### src/pkg/fem_pkg.sv
// shared constants and types of the floating-point exception flag and mask unit
// assumes single-precision operands and a rounding stage that reports its own status
package fem_pkg;

   // ----------------------------------------------------------------------
   // register offsets, byte addresses of aligned 32-bit words
   // ----------------------------------------------------------------------
   localparam logic [7:0] FEM_ADR_SC_STATUS = 8'h00; // scalar stack status word
   localparam logic [7:0] FEM_ADR_SC_CTRL = 8'h04; // scalar stack control word
   localparam logic [7:0] FEM_ADR_SIMD_CSR = 8'h08; // simd fp control and status
   localparam logic [7:0] FEM_ADR_IRQ_STAT = 8'h0C; // sticky trap events, write one to clear
   localparam logic [7:0] FEM_ADR_IRQ_MASK = 8'h10; // interrupt enables

   // ----------------------------------------------------------------------
   // exception class positions, common to flag and mask fields
   // ----------------------------------------------------------------------
   localparam int FEM_NUM_EXC = 6;
   localparam int FEM_EX_INV = 0; // invalid operation
   localparam int FEM_EX_DEN = 1; // denormal operand
   localparam int FEM_EX_ZDV = 2; // divide by zero
   localparam int FEM_EX_OVF = 3; // numeric overflow
   localparam int FEM_EX_UNF = 4; // numeric underflow
   localparam int FEM_EX_INX = 5; // inexact result
   localparam int FEM_FLAG_LSB = 0; // flags at bits 0..5 in all status words
   localparam int FEM_SC_MASK_LSB = 0; // scalar masks at bits 0..5 of control word
   localparam int FEM_SIMD_MASK_LSB = 7; // simd masks at bits 7..12

   // ----------------------------------------------------------------------
   // reset values
   // ----------------------------------------------------------------------
   localparam logic [5:0] FEM_FLAGS_RST = 6'h00; // no exceptions recorded
   localparam logic [5:0] FEM_MASKS_RST = 6'h3F; // all classes masked
   localparam logic [1:0] FEM_IRQ_RST = 2'h0;
   localparam int FEM_IRQ_SC = 0; // scalar trap event bit
   localparam int FEM_IRQ_SIMD = 1; // simd trap event bit

   // ----------------------------------------------------------------------
   // single-precision encodings
   // ----------------------------------------------------------------------
   localparam logic [31:0] FEM_QNAN_INDEF = 32'hFFC00000; // quiet nan indefinite
   localparam logic [30:0] FEM_INF_MAG = 31'h7F800000; // infinity without sign
   localparam logic [7:0] FEM_EXP_MAX = 8'hFF;
   localparam logic [7:0] FEM_EXP_ZERO = 8'h00;

   // operation kinds seen by the pre-computation checks
   typedef enum logic [1:0] {FEM_OP_ADD, FEM_OP_SUB, FEM_OP_MUL, FEM_OP_DIV} fem_op_t;

endpackage

### src/hw/fem_unit.sv
// floating-point exception detection, sticky flags, masks and response select
// assumes a datapath that presents operands before computing and rounding status after
// Behaviour
// - six exception classes, each flag and mask
// - invalid, divzero, denormal checked on operands first
// - overflow, underflow, inexact checked on result
// - set flags, masked invalid or divzero gives default result
// - unmasked class signals software handler entry
// - flags stick until software clears them
// - scalar flags and masks at bits 0-5
// - simd flags 0-5, masks 7-12
// - scalar and simd sets fully independent
// - masked response continues same instruction
// - masked invalid writes quiet nan indefinite
// - unmasked invalid traps, operands unchanged
// - masked denormal sets flag, keeps computing
// - unmasked denormal traps, operands unchanged
// - masked divzero returns xor-signed infinity
// - unmasked divzero traps, operands unchanged
`timescale 1ns/1ps

module fem_unit
   import fem_pkg::*;
#(
   parameter int ADDR_W = 8 // register port address width
)
(
   input wire logic ref_clk,
   input wire logic sys_rst,
   // register port
   input wire logic [ADDR_W-1:0] reg_addr,
   input wire logic [31:0] reg_wdata,
   input wire logic reg_wr,
   input wire logic reg_rd,
   output logic [31:0] reg_rdata,
   // pre-computation request
   input wire logic op_valid,
   input wire logic op_simd,
   input wire fem_op_t op_kind,
   input wire logic [31:0] op_a,
   input wire logic [31:0] op_b,
   // pre-computation response
   output logic pre_done,
   output logic pre_use_default,
   output logic [31:0] pre_result,
   output logic pre_proceed,
   output logic pre_trap,
   // post-computation status from the rounding stage
   input wire logic res_valid,
   input wire logic res_simd,
   input wire logic res_overflow,
   input wire logic res_tiny,
   input wire logic res_inexact,
   // post-computation response
   output logic post_done,
   output logic post_trap,
   // interrupt
   output logic irq
);

   // ----------------------------------------------------------------------
   // elaboration checks
   // ----------------------------------------------------------------------
   if (ADDR_W < 5 || ADDR_W > 8)
   begin : g_bad_addr
      $error("fem_unit: ADDR_W must lie between 5 and 8");
   end

   // ----------------------------------------------------------------------
   // state
   // ----------------------------------------------------------------------
   typedef struct packed {
      logic [5:0] sc_flags; // scalar stack flags
      logic [5:0] sc_masks; // scalar stack masks
      logic [5:0] sm_flags; // simd flags
      logic [5:0] sm_masks; // simd masks
      logic [1:0] irq_stat; // sticky trap events
      logic [1:0] irq_mask; // trap event enables
      logic [31:0] rdata; // read data, valid one cycle after read strobe
      logic pre_done; // one-cycle response strobe
      logic pre_use_default; // write pre_result instead of computing
      logic [31:0] pre_result; // masked default result
      logic pre_proceed; // datapath goes on computing
      logic pre_trap; // enter software handler
      logic post_done; // one-cycle response strobe
      logic post_trap; // enter software handler
      logic irq; // level interrupt
   } fem_state_t;

   fem_state_t st_r;
   fem_state_t st_nxt;

   // ----------------------------------------------------------------------
   // operand classification helpers
   // ----------------------------------------------------------------------
   // exponent all ones with nonzero fraction
   function automatic logic is_nan(input logic [31:0] v);
      is_nan = (v[30:23] == FEM_EXP_MAX) && (v[22:0] != 23'h000000);
   endfunction

   // signalling nan has the quiet bit clear
   function automatic logic is_snan(input logic [31:0] v);
      is_snan = is_nan(v) && !v[22];
   endfunction

   function automatic logic is_inf(input logic [31:0] v);
      is_inf = (v[30:23] == FEM_EXP_MAX) && (v[22:0] == 23'h000000);
   endfunction

   function automatic logic is_zero(input logic [31:0] v);
      is_zero = (v[30:0] == 31'h00000000);
   endfunction

   function automatic logic is_denorm(input logic [31:0] v);
      is_denorm = (v[30:23] == FEM_EXP_ZERO) && (v[22:0] != 23'h000000);
   endfunction

   // ----------------------------------------------------------------------
   // pre-computation detection, from operands only
   // ----------------------------------------------------------------------
   logic eff_sub; // add of unlike signs or sub of like signs
   logic det_inv;
   logic det_den;
   logic det_zdv;
   logic [5:0] pre_det; // detected classes, positions as in flag fields
   logic [5:0] pre_msk; // masks of the selected set
   logic [5:0] pre_unm; // detected and unmasked

   always_comb
   begin
      eff_sub = (op_a[31] ^ op_b[31]) ^ (op_kind == FEM_OP_SUB);
      // snan operand or an operation with no meaningful result
      det_inv = is_snan(op_a) || is_snan(op_b)
         || ((op_kind == FEM_OP_DIV)
            && ((is_zero(op_a) && is_zero(op_b)) || (is_inf(op_a) && is_inf(op_b))))
         || ((op_kind == FEM_OP_MUL)
            && ((is_inf(op_a) && is_zero(op_b)) || (is_zero(op_a) && is_inf(op_b))))
         || ((op_kind inside {FEM_OP_ADD, FEM_OP_SUB})
            && is_inf(op_a) && is_inf(op_b) && eff_sub);
      det_den = is_denorm(op_a) || is_denorm(op_b);
      // finite nonzero dividend over zero divisor
      det_zdv = (op_kind == FEM_OP_DIV) && is_zero(op_b) && !is_zero(op_a)
         && !is_inf(op_a) && !is_nan(op_a);
      pre_det = 6'h00;
      pre_det[FEM_EX_INV] = det_inv;
      pre_det[FEM_EX_DEN] = det_den;
      pre_det[FEM_EX_ZDV] = det_zdv;
      // each instruction class consults only its own masks
      pre_msk = op_simd ? st_r.sm_masks : st_r.sc_masks;
      pre_unm = pre_det & ~pre_msk;
   end

   // ----------------------------------------------------------------------
   // post-computation detection, from rounding status
   // ----------------------------------------------------------------------
   logic [5:0] post_det;
   logic [5:0] post_msk;

   always_comb
   begin
      post_msk = res_simd ? st_r.sm_masks : st_r.sc_masks;
      post_det = 6'h00;
      post_det[FEM_EX_OVF] = res_overflow;
      // masked underflow reports only tiny and inexact, unmasked any tiny
      post_det[FEM_EX_UNF] = res_tiny && (res_inexact || !post_msk[FEM_EX_UNF]);
      post_det[FEM_EX_INX] = res_inexact;
   end

   // ----------------------------------------------------------------------
   // next state
   // ----------------------------------------------------------------------
   logic [5:0] sc_set; // flags raised this cycle, scalar set
   logic [5:0] sm_set; // flags raised this cycle, simd set
   logic [1:0] irq_set;
   logic [1:0] irq_clr;
   logic wr_sc_st;
   logic wr_sc_ct;
   logic wr_sm;
   logic wr_ist;
   logic wr_imk;

   always_comb
   begin
      st_nxt = st_r;
      // decode writes
      wr_sc_st = reg_wr && (8'(reg_addr) == FEM_ADR_SC_STATUS);
      wr_sc_ct = reg_wr && (8'(reg_addr) == FEM_ADR_SC_CTRL);
      wr_sm = reg_wr && (8'(reg_addr) == FEM_ADR_SIMD_CSR);
      wr_ist = reg_wr && (8'(reg_addr) == FEM_ADR_IRQ_STAT);
      wr_imk = reg_wr && (8'(reg_addr) == FEM_ADR_IRQ_MASK);
      // steer detections only to the set of the issuing instruction
      sc_set = 6'h00;
      sm_set = 6'h00;
      if (op_valid)
      begin
         if (op_simd) sm_set = sm_set | pre_det;
         else sc_set = sc_set | pre_det;
      end
      if (res_valid)
      begin
         if (res_simd) sm_set = sm_set | post_det;
         else sc_set = sc_set | post_det;
      end
      // flags: software write replaces, detection ORs on top so set wins
      if (wr_sc_st)
      begin
         st_nxt.sc_flags = reg_wdata[FEM_FLAG_LSB +: FEM_NUM_EXC];
      end
      st_nxt.sc_flags = st_nxt.sc_flags | sc_set;
      if (wr_sc_ct)
      begin
         st_nxt.sc_masks = reg_wdata[FEM_SC_MASK_LSB +: FEM_NUM_EXC];
      end
      if (wr_sm)
      begin
         st_nxt.sm_flags = reg_wdata[FEM_FLAG_LSB +: FEM_NUM_EXC];
         st_nxt.sm_masks = reg_wdata[FEM_SIMD_MASK_LSB +: FEM_NUM_EXC];
      end
      st_nxt.sm_flags = st_nxt.sm_flags | sm_set;
      // pre-computation response, registered one cycle after the request
      st_nxt.pre_done = op_valid;
      st_nxt.pre_trap = op_valid && (pre_unm != 6'h00);
      st_nxt.pre_use_default = 1'b0;
      st_nxt.pre_result = 32'h00000000;
      st_nxt.pre_proceed = 1'b0;
      if (op_valid && (pre_unm == 6'h00))
      begin
         if (det_inv)
         begin
            // masked invalid overwrites destination with the indefinite
            st_nxt.pre_use_default = 1'b1;
            st_nxt.pre_result = FEM_QNAN_INDEF;
         end
         else if (det_zdv)
         begin
            // masked divide by zero returns infinity signed by xor of signs
            st_nxt.pre_use_default = 1'b1;
            st_nxt.pre_result = {op_a[31] ^ op_b[31], FEM_INF_MAG};
         end
         else
         begin
            // no exception or masked denormal: go on with the operands as given
            st_nxt.pre_proceed = 1'b1;
         end
      end
      // a trap leaves proceed and use_default low so operands stay untouched
      // post-computation response
      st_nxt.post_done = res_valid;
      st_nxt.post_trap = res_valid && ((post_det & ~post_msk) != 6'h00);
      // trap events into sticky interrupt status, set beats clear
      irq_set = 2'h0;
      irq_set[FEM_IRQ_SC] = st_nxt.pre_trap && !op_simd || st_nxt.post_trap && !res_simd;
      irq_set[FEM_IRQ_SIMD] = st_nxt.pre_trap && op_simd || st_nxt.post_trap && res_simd;
      irq_clr = wr_ist ? reg_wdata[1:0] : 2'h0;
      st_nxt.irq_stat = (st_r.irq_stat & ~irq_clr) | irq_set;
      if (wr_imk)
      begin
         st_nxt.irq_mask = reg_wdata[1:0];
      end
      st_nxt.irq = (st_nxt.irq_stat & st_nxt.irq_mask) != 2'h0;
      // read data for the cycle after the strobe, zero otherwise
      st_nxt.rdata = 32'h00000000;
      if (reg_rd)
      begin
         case (8'(reg_addr))
            FEM_ADR_SC_STATUS: st_nxt.rdata[FEM_FLAG_LSB +: FEM_NUM_EXC] = st_r.sc_flags;
            FEM_ADR_SC_CTRL: st_nxt.rdata[FEM_SC_MASK_LSB +: FEM_NUM_EXC] = st_r.sc_masks;
            FEM_ADR_SIMD_CSR:
            begin
               st_nxt.rdata[FEM_FLAG_LSB +: FEM_NUM_EXC] = st_r.sm_flags;
               st_nxt.rdata[FEM_SIMD_MASK_LSB +: FEM_NUM_EXC] = st_r.sm_masks;
            end
            FEM_ADR_IRQ_STAT: st_nxt.rdata[1:0] = st_r.irq_stat;
            FEM_ADR_IRQ_MASK: st_nxt.rdata[1:0] = st_r.irq_mask;
            // unmapped words read as zero
            default: st_nxt.rdata = 32'h00000000;
         endcase
      end
   end

   // ----------------------------------------------------------------------
   // state register
   // ----------------------------------------------------------------------
   // synchronous reset, all classes masked so nothing traps before software sets up
   always_ff @(posedge ref_clk)
   begin
      if (sys_rst)
      begin
         st_r <= '0;
         st_r.sc_flags <= FEM_FLAGS_RST;
         st_r.sm_flags <= FEM_FLAGS_RST;
         st_r.sc_masks <= FEM_MASKS_RST;
         st_r.sm_masks <= FEM_MASKS_RST;
         st_r.irq_stat <= FEM_IRQ_RST;
         st_r.irq_mask <= FEM_IRQ_RST;
      end
      else
      begin
         st_r <= st_nxt;
      end
   end

   // outputs straight from the state register
   assign reg_rdata = st_r.rdata;
   assign pre_done = st_r.pre_done;
   assign pre_use_default = st_r.pre_use_default;
   assign pre_result = st_r.pre_result;
   assign pre_proceed = st_r.pre_proceed;
   assign pre_trap = st_r.pre_trap;
   assign post_done = st_r.post_done;
   assign post_trap = st_r.post_trap;
   assign irq = st_r.irq;
endmodule

### config.mk
export PLATFORM = sky130hd
export DESIGN_NAME = fem_unit
export DESIGN_NICKNAME = d
export VERILOG_FILES = /design/src/pkg/fem_pkg.sv /design/src/hw/fem_unit.sv
export SDC_FILE = /design/constraint.sdc
export NUM_CORES = 1
export LEC_CHECK = 0
export ABC_AREA = 1
export BUFFER_PORTS_ARGS = -buffer_cell sky130_fd_sc_hd__buf_4
export CORE_UTILIZATION = 44
export DETAILED_ROUTE_END_ITERATION = 8
export PLACE_DENSITY = 0.81
export SYNTH_ARGS = -nofsm -noshare
export SYNTH_HDL_FRONTEND = slang
export SYNTH_SLANG_ARGS = --single-unit
### constraint.sdc
create_clock -name ref_clk -period 1.6 [get_ports ref_clk]
set_clock_uncertainty 0.05 [all_clocks]
set_input_delay 0.16 -clock ref_clk [delete_from_list [all_inputs] [get_ports ref_clk]]
set_output_delay 0.16 -clock ref_clk [all_outputs]
set_load 0.02 [all_outputs]
Word-level counts from Yosys, hierarchy flattened
Cells that the tools add are included.

word-level totals
  flip-flop bits (word level) = 99
  output and inout bits = 71
  word-level logic and storage cells = 134

operators by class
  equality and inequality tests = 9
  muxes and demuxes = 19
  bitwise logic cells = 17
  reduce and logical (&&, ||, !) cells = 71

operator list
  kind                                            number
  two-way mux 33 bit                              2
  logical NOT 31 bit                              2
  two-way mux 6 bit                               9
  logical NOT 23 bit                              2
  nonzero test 23 bit                             2
  logical AND 1 bit                               34
  logical NOT 8 bit                               3
  OR 6 bit                                        4
  == test 8 x 4 -> 1 bit (second input constant)  2
  == test 8 bit (second input constant)           2
  two-way mux 12 bit                              1
  inverter 6 bit                                  2
  case mux 4 bit (3 select lines)                 1
  nonzero test 6 bit                              2
  logical OR 1 bit                                10
  case mux 2 bit (5 select lines)                 1
  == test 8 x 3 -> 1 bit (second input constant)  1
  == test 8 x 5 -> 1 bit (second input constant)  1
  logical NOT 1 bit                               8
  bitwise AND 3 x 6 -> 6 bit                      1
  bitwise AND 6 bit                               1
  logical NOT 6 bit                               1
  two-way mux 3 bit                               2
  OR reduction 3 bit                              2
  other kinds (12)                                20

Longest topological paths before layout
Gate-level depths: netlist of run 1.

  word-level depth = 16
  mapped depth = 16

Worst setup path before layout of run 1
OpenSTA, ideal clock, no wires.

  kind = input to register
  start = in op_b[15]
  end = reg st_r, in the netlist irq
  data arrival time = 1,279 ps
  data required time = 1,435 ps
  slack = 157 ps
  cell stages on the path = 16
  path buffers = 0
  cell sequence = nor2_1 > nand2_1 > nor2_2 > nand3_2 > nand2_1 > nand2_1 > clkinv_1 > nand2_2 > nor2_4 > nand2_4 > nand2_2 > nand2_4 > nand2_1 > nand2_1 > nand2_1 > nand2_1

between the ends
  word-level cells in the longest chain between the ends = 16
  elaborated cells on any way between the ends = 36
  classes of those cells = bitwise (3); reduce/logical (33)

ends and longest elaborated chain
  what                                  RTL line                          source
  start, declared                       fem_unit.sv:41                    input wire logic [31:0] op_b,
  logical NOT 23 bit                    fem_unit.sv:107                   is_inf = (v[30:23] == FEM_EXP_MAX) && (v[22:0] == 23'h000000);
  logical AND 1 bit                     fem_unit.sv:107
  logical AND 1 bit                     fem_unit.sv:135                   && ((is_zero(op_a) && is_zero(op_b)) || (is_inf(op_a) && is_inf(op_b))))
  logical OR 1 bit                      fem_unit.sv:135
  logical AND 1 bit                     fem_unit.sv:135
  logical OR 1 bit                      fem_unit.sv:134                   || ((op_kind == FEM_OP_DIV)
  logical OR 1 bit                      fem_unit.sv:136                   || ((op_kind == FEM_OP_MUL)
  logical OR 1 bit                      fem_unit.sv:138                   || ((op_kind inside {FEM_OP_ADD, FEM_OP_SUB})
  bitwise AND 3 x 6 -> 6 bit (*)        fem_unit.sv:150                   pre_unm = pre_det & ~pre_msk;
  nonzero test 6 bit (*)                fem_unit.sv:222                   st_nxt.pre_trap = op_valid && (pre_unm != 6'h00);
  logical AND 1 bit (*)                 fem_unit.sv:222
  logical AND 1 bit (on tied branches)  fem_unit.sv:252, fem_unit.sv:253
  logical OR 1 bit (on tied branches)   fem_unit.sv:252, fem_unit.sv:253
  OR 2 bit (*)                          fem_unit.sv:255                   st_nxt.irq_stat = (st_r.irq_stat & ~irq_clr) | irq_set;
  bitwise AND 2 bit (*)                 fem_unit.sv:260                   st_nxt.irq = (st_nxt.irq_stat & st_nxt.irq_mask) != 2'h0;
  nonzero test 2 bit (*)                fem_unit.sv:260
  end signal, assigned                  fem_unit.sv:299                   st_r <= st_nxt;
  end, declared                         fem_unit.sv:90                    fem_state_t st_r;

Mark *: on every way between the ends. The rest lies on a longest branch, timed or not.
A chain may end at the register's enable or synchronous reset.

Worst setup path after layout of run 1
  start = reg st_r[79] (netlist bit)
  end = reg st_r, in the netlist irq

between the ends
  word-level cells in the longest chain between the ends = 12
  elaborated cells on any way between the ends = 22
  classes of those cells = mux (2); bitwise (6); reduce/logical (14)

ends and longest elaborated chain
  what                                  RTL line                          source
  two-way mux 6 bit                     fem_unit.sv:161                   post_msk = res_simd ? st_r.sm_masks : st_r.sc_masks;
  logical NOT 1 bit                     fem_unit.sv:165                   post_det[FEM_EX_UNF] = res_tiny && (res_inexact || !post_msk[FEM_EX_UNF]);
  logical OR 1 bit                      fem_unit.sv:165
  logical AND 1 bit                     fem_unit.sv:165
  bitwise AND 6 bit                     fem_unit.sv:249                   st_nxt.post_trap = res_valid && ((post_det & ~post_msk) != 6'h00);
  nonzero test 6 bit                    fem_unit.sv:249
  logical AND 1 bit                     fem_unit.sv:249
  logical AND 1 bit (on tied branches)  fem_unit.sv:252, fem_unit.sv:253
  logical OR 1 bit (on tied branches)   fem_unit.sv:252, fem_unit.sv:253
  OR 2 bit (*)                          fem_unit.sv:255
  bitwise AND 2 bit (*)                 fem_unit.sv:260
  nonzero test 2 bit (*)                fem_unit.sv:260

Marked as above.

==> results of run 1 <==
## sequential cells by signal, indices dropped and copies added (netlist names)
name,flops
post_done,1
reg_rdata,12
pre_trap,1
st_r,28
pre_done,1
post_trap,1
pre_proceed,1
pre_result,3
irq,1
## synth_stat cells, types with 2 or more instances
library cell / number / area share (%)
nor3_1: 5 / 0.80
dfxtp_1: 49 / 32
buf_2: 3 / 0.48
a21oi_1: 11 / 1.8
clkbuf_1: 3 / 0.36
nand3_1: 15 / 2.4
nand2_2: 6 / 1.2
nor2_4: 3 / 1.1
nor3_2: 4 / 1.3
nand2_1: 96 / 12
nand2_4: 2 / 0.72
inv_1: 55 / 6.6
nor2_2: 9 / 1.8
nand3_2: 2 / 0.64
nor2_1: 72 / 8.7
nor4_2: 2 / 0.80
o21ai_0: 23 / 3.7
o211ai_1: 13 / 3.1
a221oi_1: 4 / 1.1
inv_2: 7 / 0.84
clkinv_1: 2 / 0.24
buf_4: 64 / 15
## where the power goes
group,switching [µW],internal (µW),leakage (µW),total [µW]
Combinational,254,207,0.00169,460
Clock,435,469,0.0000585,904
Sequential,6.42,1230,0.000397,1240
Total,696,1910,0.00214,2600
## stage by stage
step / area [µm²] / TNS (ps) / hold WS (ps) / setup WS, ps / std cells
detailed placement: 3970 / -865 / 338 / -153 / 676
global placement: 3970 / -338 / 330 / -84.7 / 676
CTS: 4080 / 0 / 15.1 / 41.5 / 684
floorplan: 3270 / 0 / 240 / 157 / 505
global route: 4090 / -10.1 / 24.1 / -10.1 / 684
finish: 4090 / 0 / 21.6 / 71.5 / 684
## tightest hold or removal path, stage by stage
cell,delay [ps]
buf_4,80
nand2_1,40
o211ai_1,70
## metal layers
| metal | share of wire (%) | vias up |
|---|---|---|
| met2 | 50 | 138 |
| met5 | 0 | - |
| met4 | 3.0 | 0 |
| met3 | 6.8 | 23 |
| met1 | 40 | 1424 |
| li1 | - | 1595 |
## cell families after synthesis
kind of cell              synth area share (%)
DFF                                       31.5
and+or+nand+nor                           32.1
buffers and inverters                     24.2
AOI/OAI and AO/OA                         11.8
other                                    0.121
xor gates and xnor gates                 0.282
## final cells by class
class                      instances  area (µm²)
clock buffer                       5        68.8
tap                               96         120
clock inverter                     3        43.8
timing repair buffer             145        1090
multi-input combinational        321        1540
fill                             636        2710
sequential                        49         981
inverter                          65         245
## path summary, 6_finish.rpt
kind                      start             to  slack, ps  cells after the start
setup / recovery       st_r[79]            irq         70                     12
hold reg to reg        st_r[80]  reg_rdata[12]        410                      2
hold / removal    reg_wdata[10]       st_r[78]         20                      3
setup reg to reg       st_r[79]            irq         70                     12
## what timing repair did
item,CTS,global route
setup endpoints to repair,1,7
cloned,0,0
pin swaps,0,0
gates resized for setup,1,4
==> flow_summary.ini, run 1 <==
[pwr]
p_per_area_nw_per_um2 = 638
report.power.total_uw = 2600
max-vdd-ir-drop_uv = 370
static-leakage-power_uw = 0.00214

[synthesis]
syn_inst_count = 464
post_synth_edffs = 0
postSynthRegisterBits = 49
netlist_area_um2 = 3110
async_reset_ff_share_pct = 0
syn_avg_cell_area_um2 = 6.71
synth.distinct_cells = 36
synth_top_flop_cell = dfxtp_1
yosys_warnings = 0
sequential_share_of_the_synthesized_area_pct = 31.5

[drt]
drt-pass1-iter-count = 4
vias_per_cell = 4.65
detailedRoute.firstIterationViolations = 152
drtAntennaViolNets = 0
detail_route.wl_per_cell_um = 11.4
route.final.wire_length_mm = 7.77
routed-via-count = 3180
post-route-drc-count = 0

[floorplan]
die_outline_width_um = 86.1
rows = 30
die-area_um2 = 7410
die_height_um = 86.1
fp.coreArea_um2 = 6790
starting_density_pct = 45.8
top_level_ports = 188

[finish]
post_route_cells_drive_above_1_share_pct = 32.7
final_nets = 704
area_growth_syn_to_layout_pct = 31.3
number_of_antenna_diodes = 0
layout_commonest_cell = buf_4
layout.core_utilization_pct = 60.1
mostFrequentLayoutCells = buf_4, nand2_1, nor2_1

[global_route]
grt_pass1_wl_mm = 12.5
grt_pass1_vias = 2942
grt_util_met2_pct = 39.5
grt_overflow = 0
globalRouteTotalUtil_pct = 21.0
grtUsageMet3_pct = 2.69
number_of_antenna_violations_at_the_first_check_in_global_routing = 0
largest_net_degree_at_the_start_of_global_routing = 19
groute.layer.met1.usage_pct = 23.6
globalRoute.busiestLayer = met2

[timing]
report.final.hold_viol_count = 0
unrepaired_setup_endpoints_after_global_routing = true
period_share_pct = 95.5
timing.final.setup_violations = 0
timing.final.max_slew_violations = 0
max_freq_mhz = 654
post-route-min-period_ps = 1530

[outcome]
status = finished, final reports clean

[hold_path]
hold_class = input pin to register

[critical_path]
worst_setup_path_start_kind = register
worst_path_most_repeated_cell = nand2_1
cpLargestDelayFamily = compound AO/OA/AOI/OAI gates
timing.critical_path.fanout_max = 2
worstPathCellList = inv_1 > nand2_1 > o21ai_1 > nand2_1 > o311ai_0 > o21ai_1 > buf_4 > o21ai_0 > inv_1 > nand2_1 > nand3_1 > nand2_1
timing.critical_path.arrival_ps = 1690
worst_path_largest_cell_delay_ps = 320
timing.setup.critical_path_class = register to register
cp_num_buf_inv = 3
crit_slowest_cell = dfxtp_1
endpoint_kind = register
timing.critical_path.required_ps = 1760

[place]
detailedPlacementHpwl_mm = 6.31
finalWeightedCongestion = 0.869
portBuffers = 125

[run]
max-cap-violations = 0

[cts]
clock_tree.root_cell = clkbuf_8
clock_sinks = 49
cts.htree.levels = 2
ctsHoldBuffers = 0
max-clock-path-buffers = 2
cts_tree = yes
cts_setup_buffers = 0
cts_inserted_buffers = 5
clk_pin_slew_ps = 90
worstSkewPairLatency_ps = 310
Note: power is estimated with default switching activity, not from simulation.
==> inputs of run 2 (changes only) <==
--- a/config.mk
+++ b/config.mk
@@ -10,6 +10,7 @@
 export CORE_UTILIZATION = 44
 export DETAILED_ROUTE_END_ITERATION = 8
 export PLACE_DENSITY = 0.81
+export SETUP_SLACK_MARGIN = 0.3
 export SYNTH_ARGS = -nofsm -noshare
 export SYNTH_HDL_FRONTEND = slang
 export SYNTH_SLANG_ARGS = --single-unit
==> run 2 against run 1 <==
  * Power rose by 3.9%
  * First-iteration DRC count rose by 11%
  * Combinational power rose by 20%
  * Via count rose by 5.8%
  * Largest power group unchanged
  * Highest routed layer unchanged
  * Sequential power barely moved
==> flow_summary.ini, run 2 (synthesis results as in run 1) <==
[hold_path]
hold_class = input pin to register
instance_count_along_the_most_critical_hold_path = 3

[drt]
vias_per_cell = 4.82
drt-pass1-iter-count = 5
detailedRoute.firstIterationViolations = 169
drtAntennaViolNets = 0
routed-via-count = 3363
detail_route.wl_per_cell_um = 12.7
post-route-drc-count = 0
route.final.wire_length_mm = 8.84

[timing]
unrepaired_setup_endpoints_after_global_routing = true
max_freq_mhz = 675
report.final.hold_viol_count = 0
post-route-min-period_ps = 1480
timing.final.max_slew_violations = 0
sum_neg_setup_slack_ps = 0
timing.final.setup_violations = 0
period_share_pct = 92.6

[floorplan]
rows = 30
fp.coreArea_um2 = 6790
die_height_um = 86.1
starting_density_pct = 45.8
top_level_ports = 188
die-area_um2 = 7410
die_outline_width_um = 86.1

[critical_path]
crit_start = op_b[7]
regToRegSetupSlack_ps = 200
timing.critical_path.required_ps = 1810
timing.critical_path.arrival_ps = 1690
rr_worst_depth = 10
r2r_end = irq
cp-endpoint = irq
worst_setup_path_start_kind = input pin
timing.critical_path.fanout_max = 5
endpoint_kind = register
timing.setup.critical_path_class = input pin to register
reg2reg_from = st_r[91]

[cts]
max-clock-path-buffers = 2
clock_tree.root_cell = clkbuf_8
cts_inserted_buffers = 5
cts.htree.levels = 2
clock_sinks = 49
cts_tree = yes
clk_pin_slew_ps = 90
worstSkewPairLatency_ps = 300

[place]
placed_area_um2 = 4070
detailedPlacementHpwl_mm = 6.42
portBuffers = 125
finalWeightedCongestion = 0.875

[pwr]
switchingPower_uw = 722
swShare_pct = 26.7
cellInternalPower_uw = 1980
p_per_area_nw_per_um2 = 584
power.sequential.fraction_pct = 45.8
pwr-share-clk_pct = 33.9
static-leakage-power_uw = 0.00230
max-vdd-ir-drop_uv = 478
comb_power_share_pct = 20.3
report.power.total_uw = 2710

[finish]
mostFrequentLayoutCells = buf_4, nand2_1, inv_1
num-fill-cells = 523
multi_input_comb_area_um2 = 1900
area_growth_syn_to_layout_pct = 49.0
post_route_cells_drive_above_1_share_pct = 45.4
layout_commonest_cell = buf_4
max_flop_register = st_r
final_nets = 717
number_of_antenna_diodes = 0
final-seq-area_um2 = 983
max_ffs_per_register = 28
final_design_area_no_fill_um2 = 4640

[global_route]
grt_pass1_vias = 3019
grt_overflow = 0
globalRouteTotalUtil_pct = 21.9
number_of_antenna_violations_at_the_first_check_in_global_routing = 0
grt_pass1_wl_mm = 13.0
largest_net_degree_at_the_start_of_global_routing = 19

[run]
max-cap-violations = 0

[outcome]
status = finished, final reports clean
==> run 2: what timing repair did <==
item | in CTS | in global routing
gates cloned | 0 | 0
gates resized for setup | 40 | 72
hold buffers | 0 | 0
hold endpoints to repair | 0 | 0
buffers inserted | 3 | 7
pin swaps | 18 | 46
endpoints found under the setup margin | 8 | 21
==> run 2: worst min path at each step <==
stage	startpoint	end
global route	reg_wdata[10]	st_r[78]
floorplan	reg_wdata[7]	st_r[75]
CTS	reg_wdata[8]	st_r[76]
global placement	reg_wdata[8]	st_r[76]
finish	reg_wdata[8]	st_r[76]
detailed placement	reg_wdata[8]	st_r[76]
==> run 2: layout make-up <==
class	instances	area share, %
Clock inverter	2	0.809
Multi-Input combinational cell	321	40.9
Inverter	65	5.37
Sequential cell	49	21.2
Timing Repair Buffer	158	27.4
Clock buffer	6	1.78
Tap cell	96	2.59
==> run 2: routing by layer <==
metal | track usage (%) | routed length, µm | vias up
li1 | - | - | 1619
met1 | 24.2 | 3060 | 1538
met2 | 42.0 | 4880 | 172
met3 | 3.46 | 582 | 34
met4 | 7.88 | 320 | 0
met5 | 0 | 0 | -
==> run 2: metrics by stage <==
stage / setup WS, ps / util (%) / std cells / hold WS (ps)
detailed placement: -139 / 59.9 / 679 / 339
CTS: 218 / 63.7 / 690 / 22.7
finish: 118 / 68.3 / 697 / 23.3
floorplan: 173 / - / 505 / 240
global placement: -92.0 / 59.9 / 679 / 329
global route: 28.6 / 68.3 / 697 / 24.2
==> run 2: power by group through the flow <==
| stage | Combinational, µW | Sequential (µW) | Clock (µW) |
|---|---|---|---|
| after global placement | 463 | 1270 | 0 |
| final | 550 | 1240 | 918 |
| after detailed placement | 470 | 1270 | 0 |
| after floorplan | 293 | 1270 | 0 |
| after global routing | 590 | 1240 | 977 |
| after CTS | 487 | 1240 | 921 |
==> run 2: worst max-delay path, stage by stage <==
cell and delay, ps:
buf_4 120, nor2_4 100, nand2_2 70, nor2_4 120, nand3_4 140, nor2_4 170, nand2_1 80, nand2_1 100
nand2_2 80, nand2_4 80, nand2_4 60, nand2_8 120, nand2_4 50, nand2_2 80, nand3_2 60, nand2_1 70
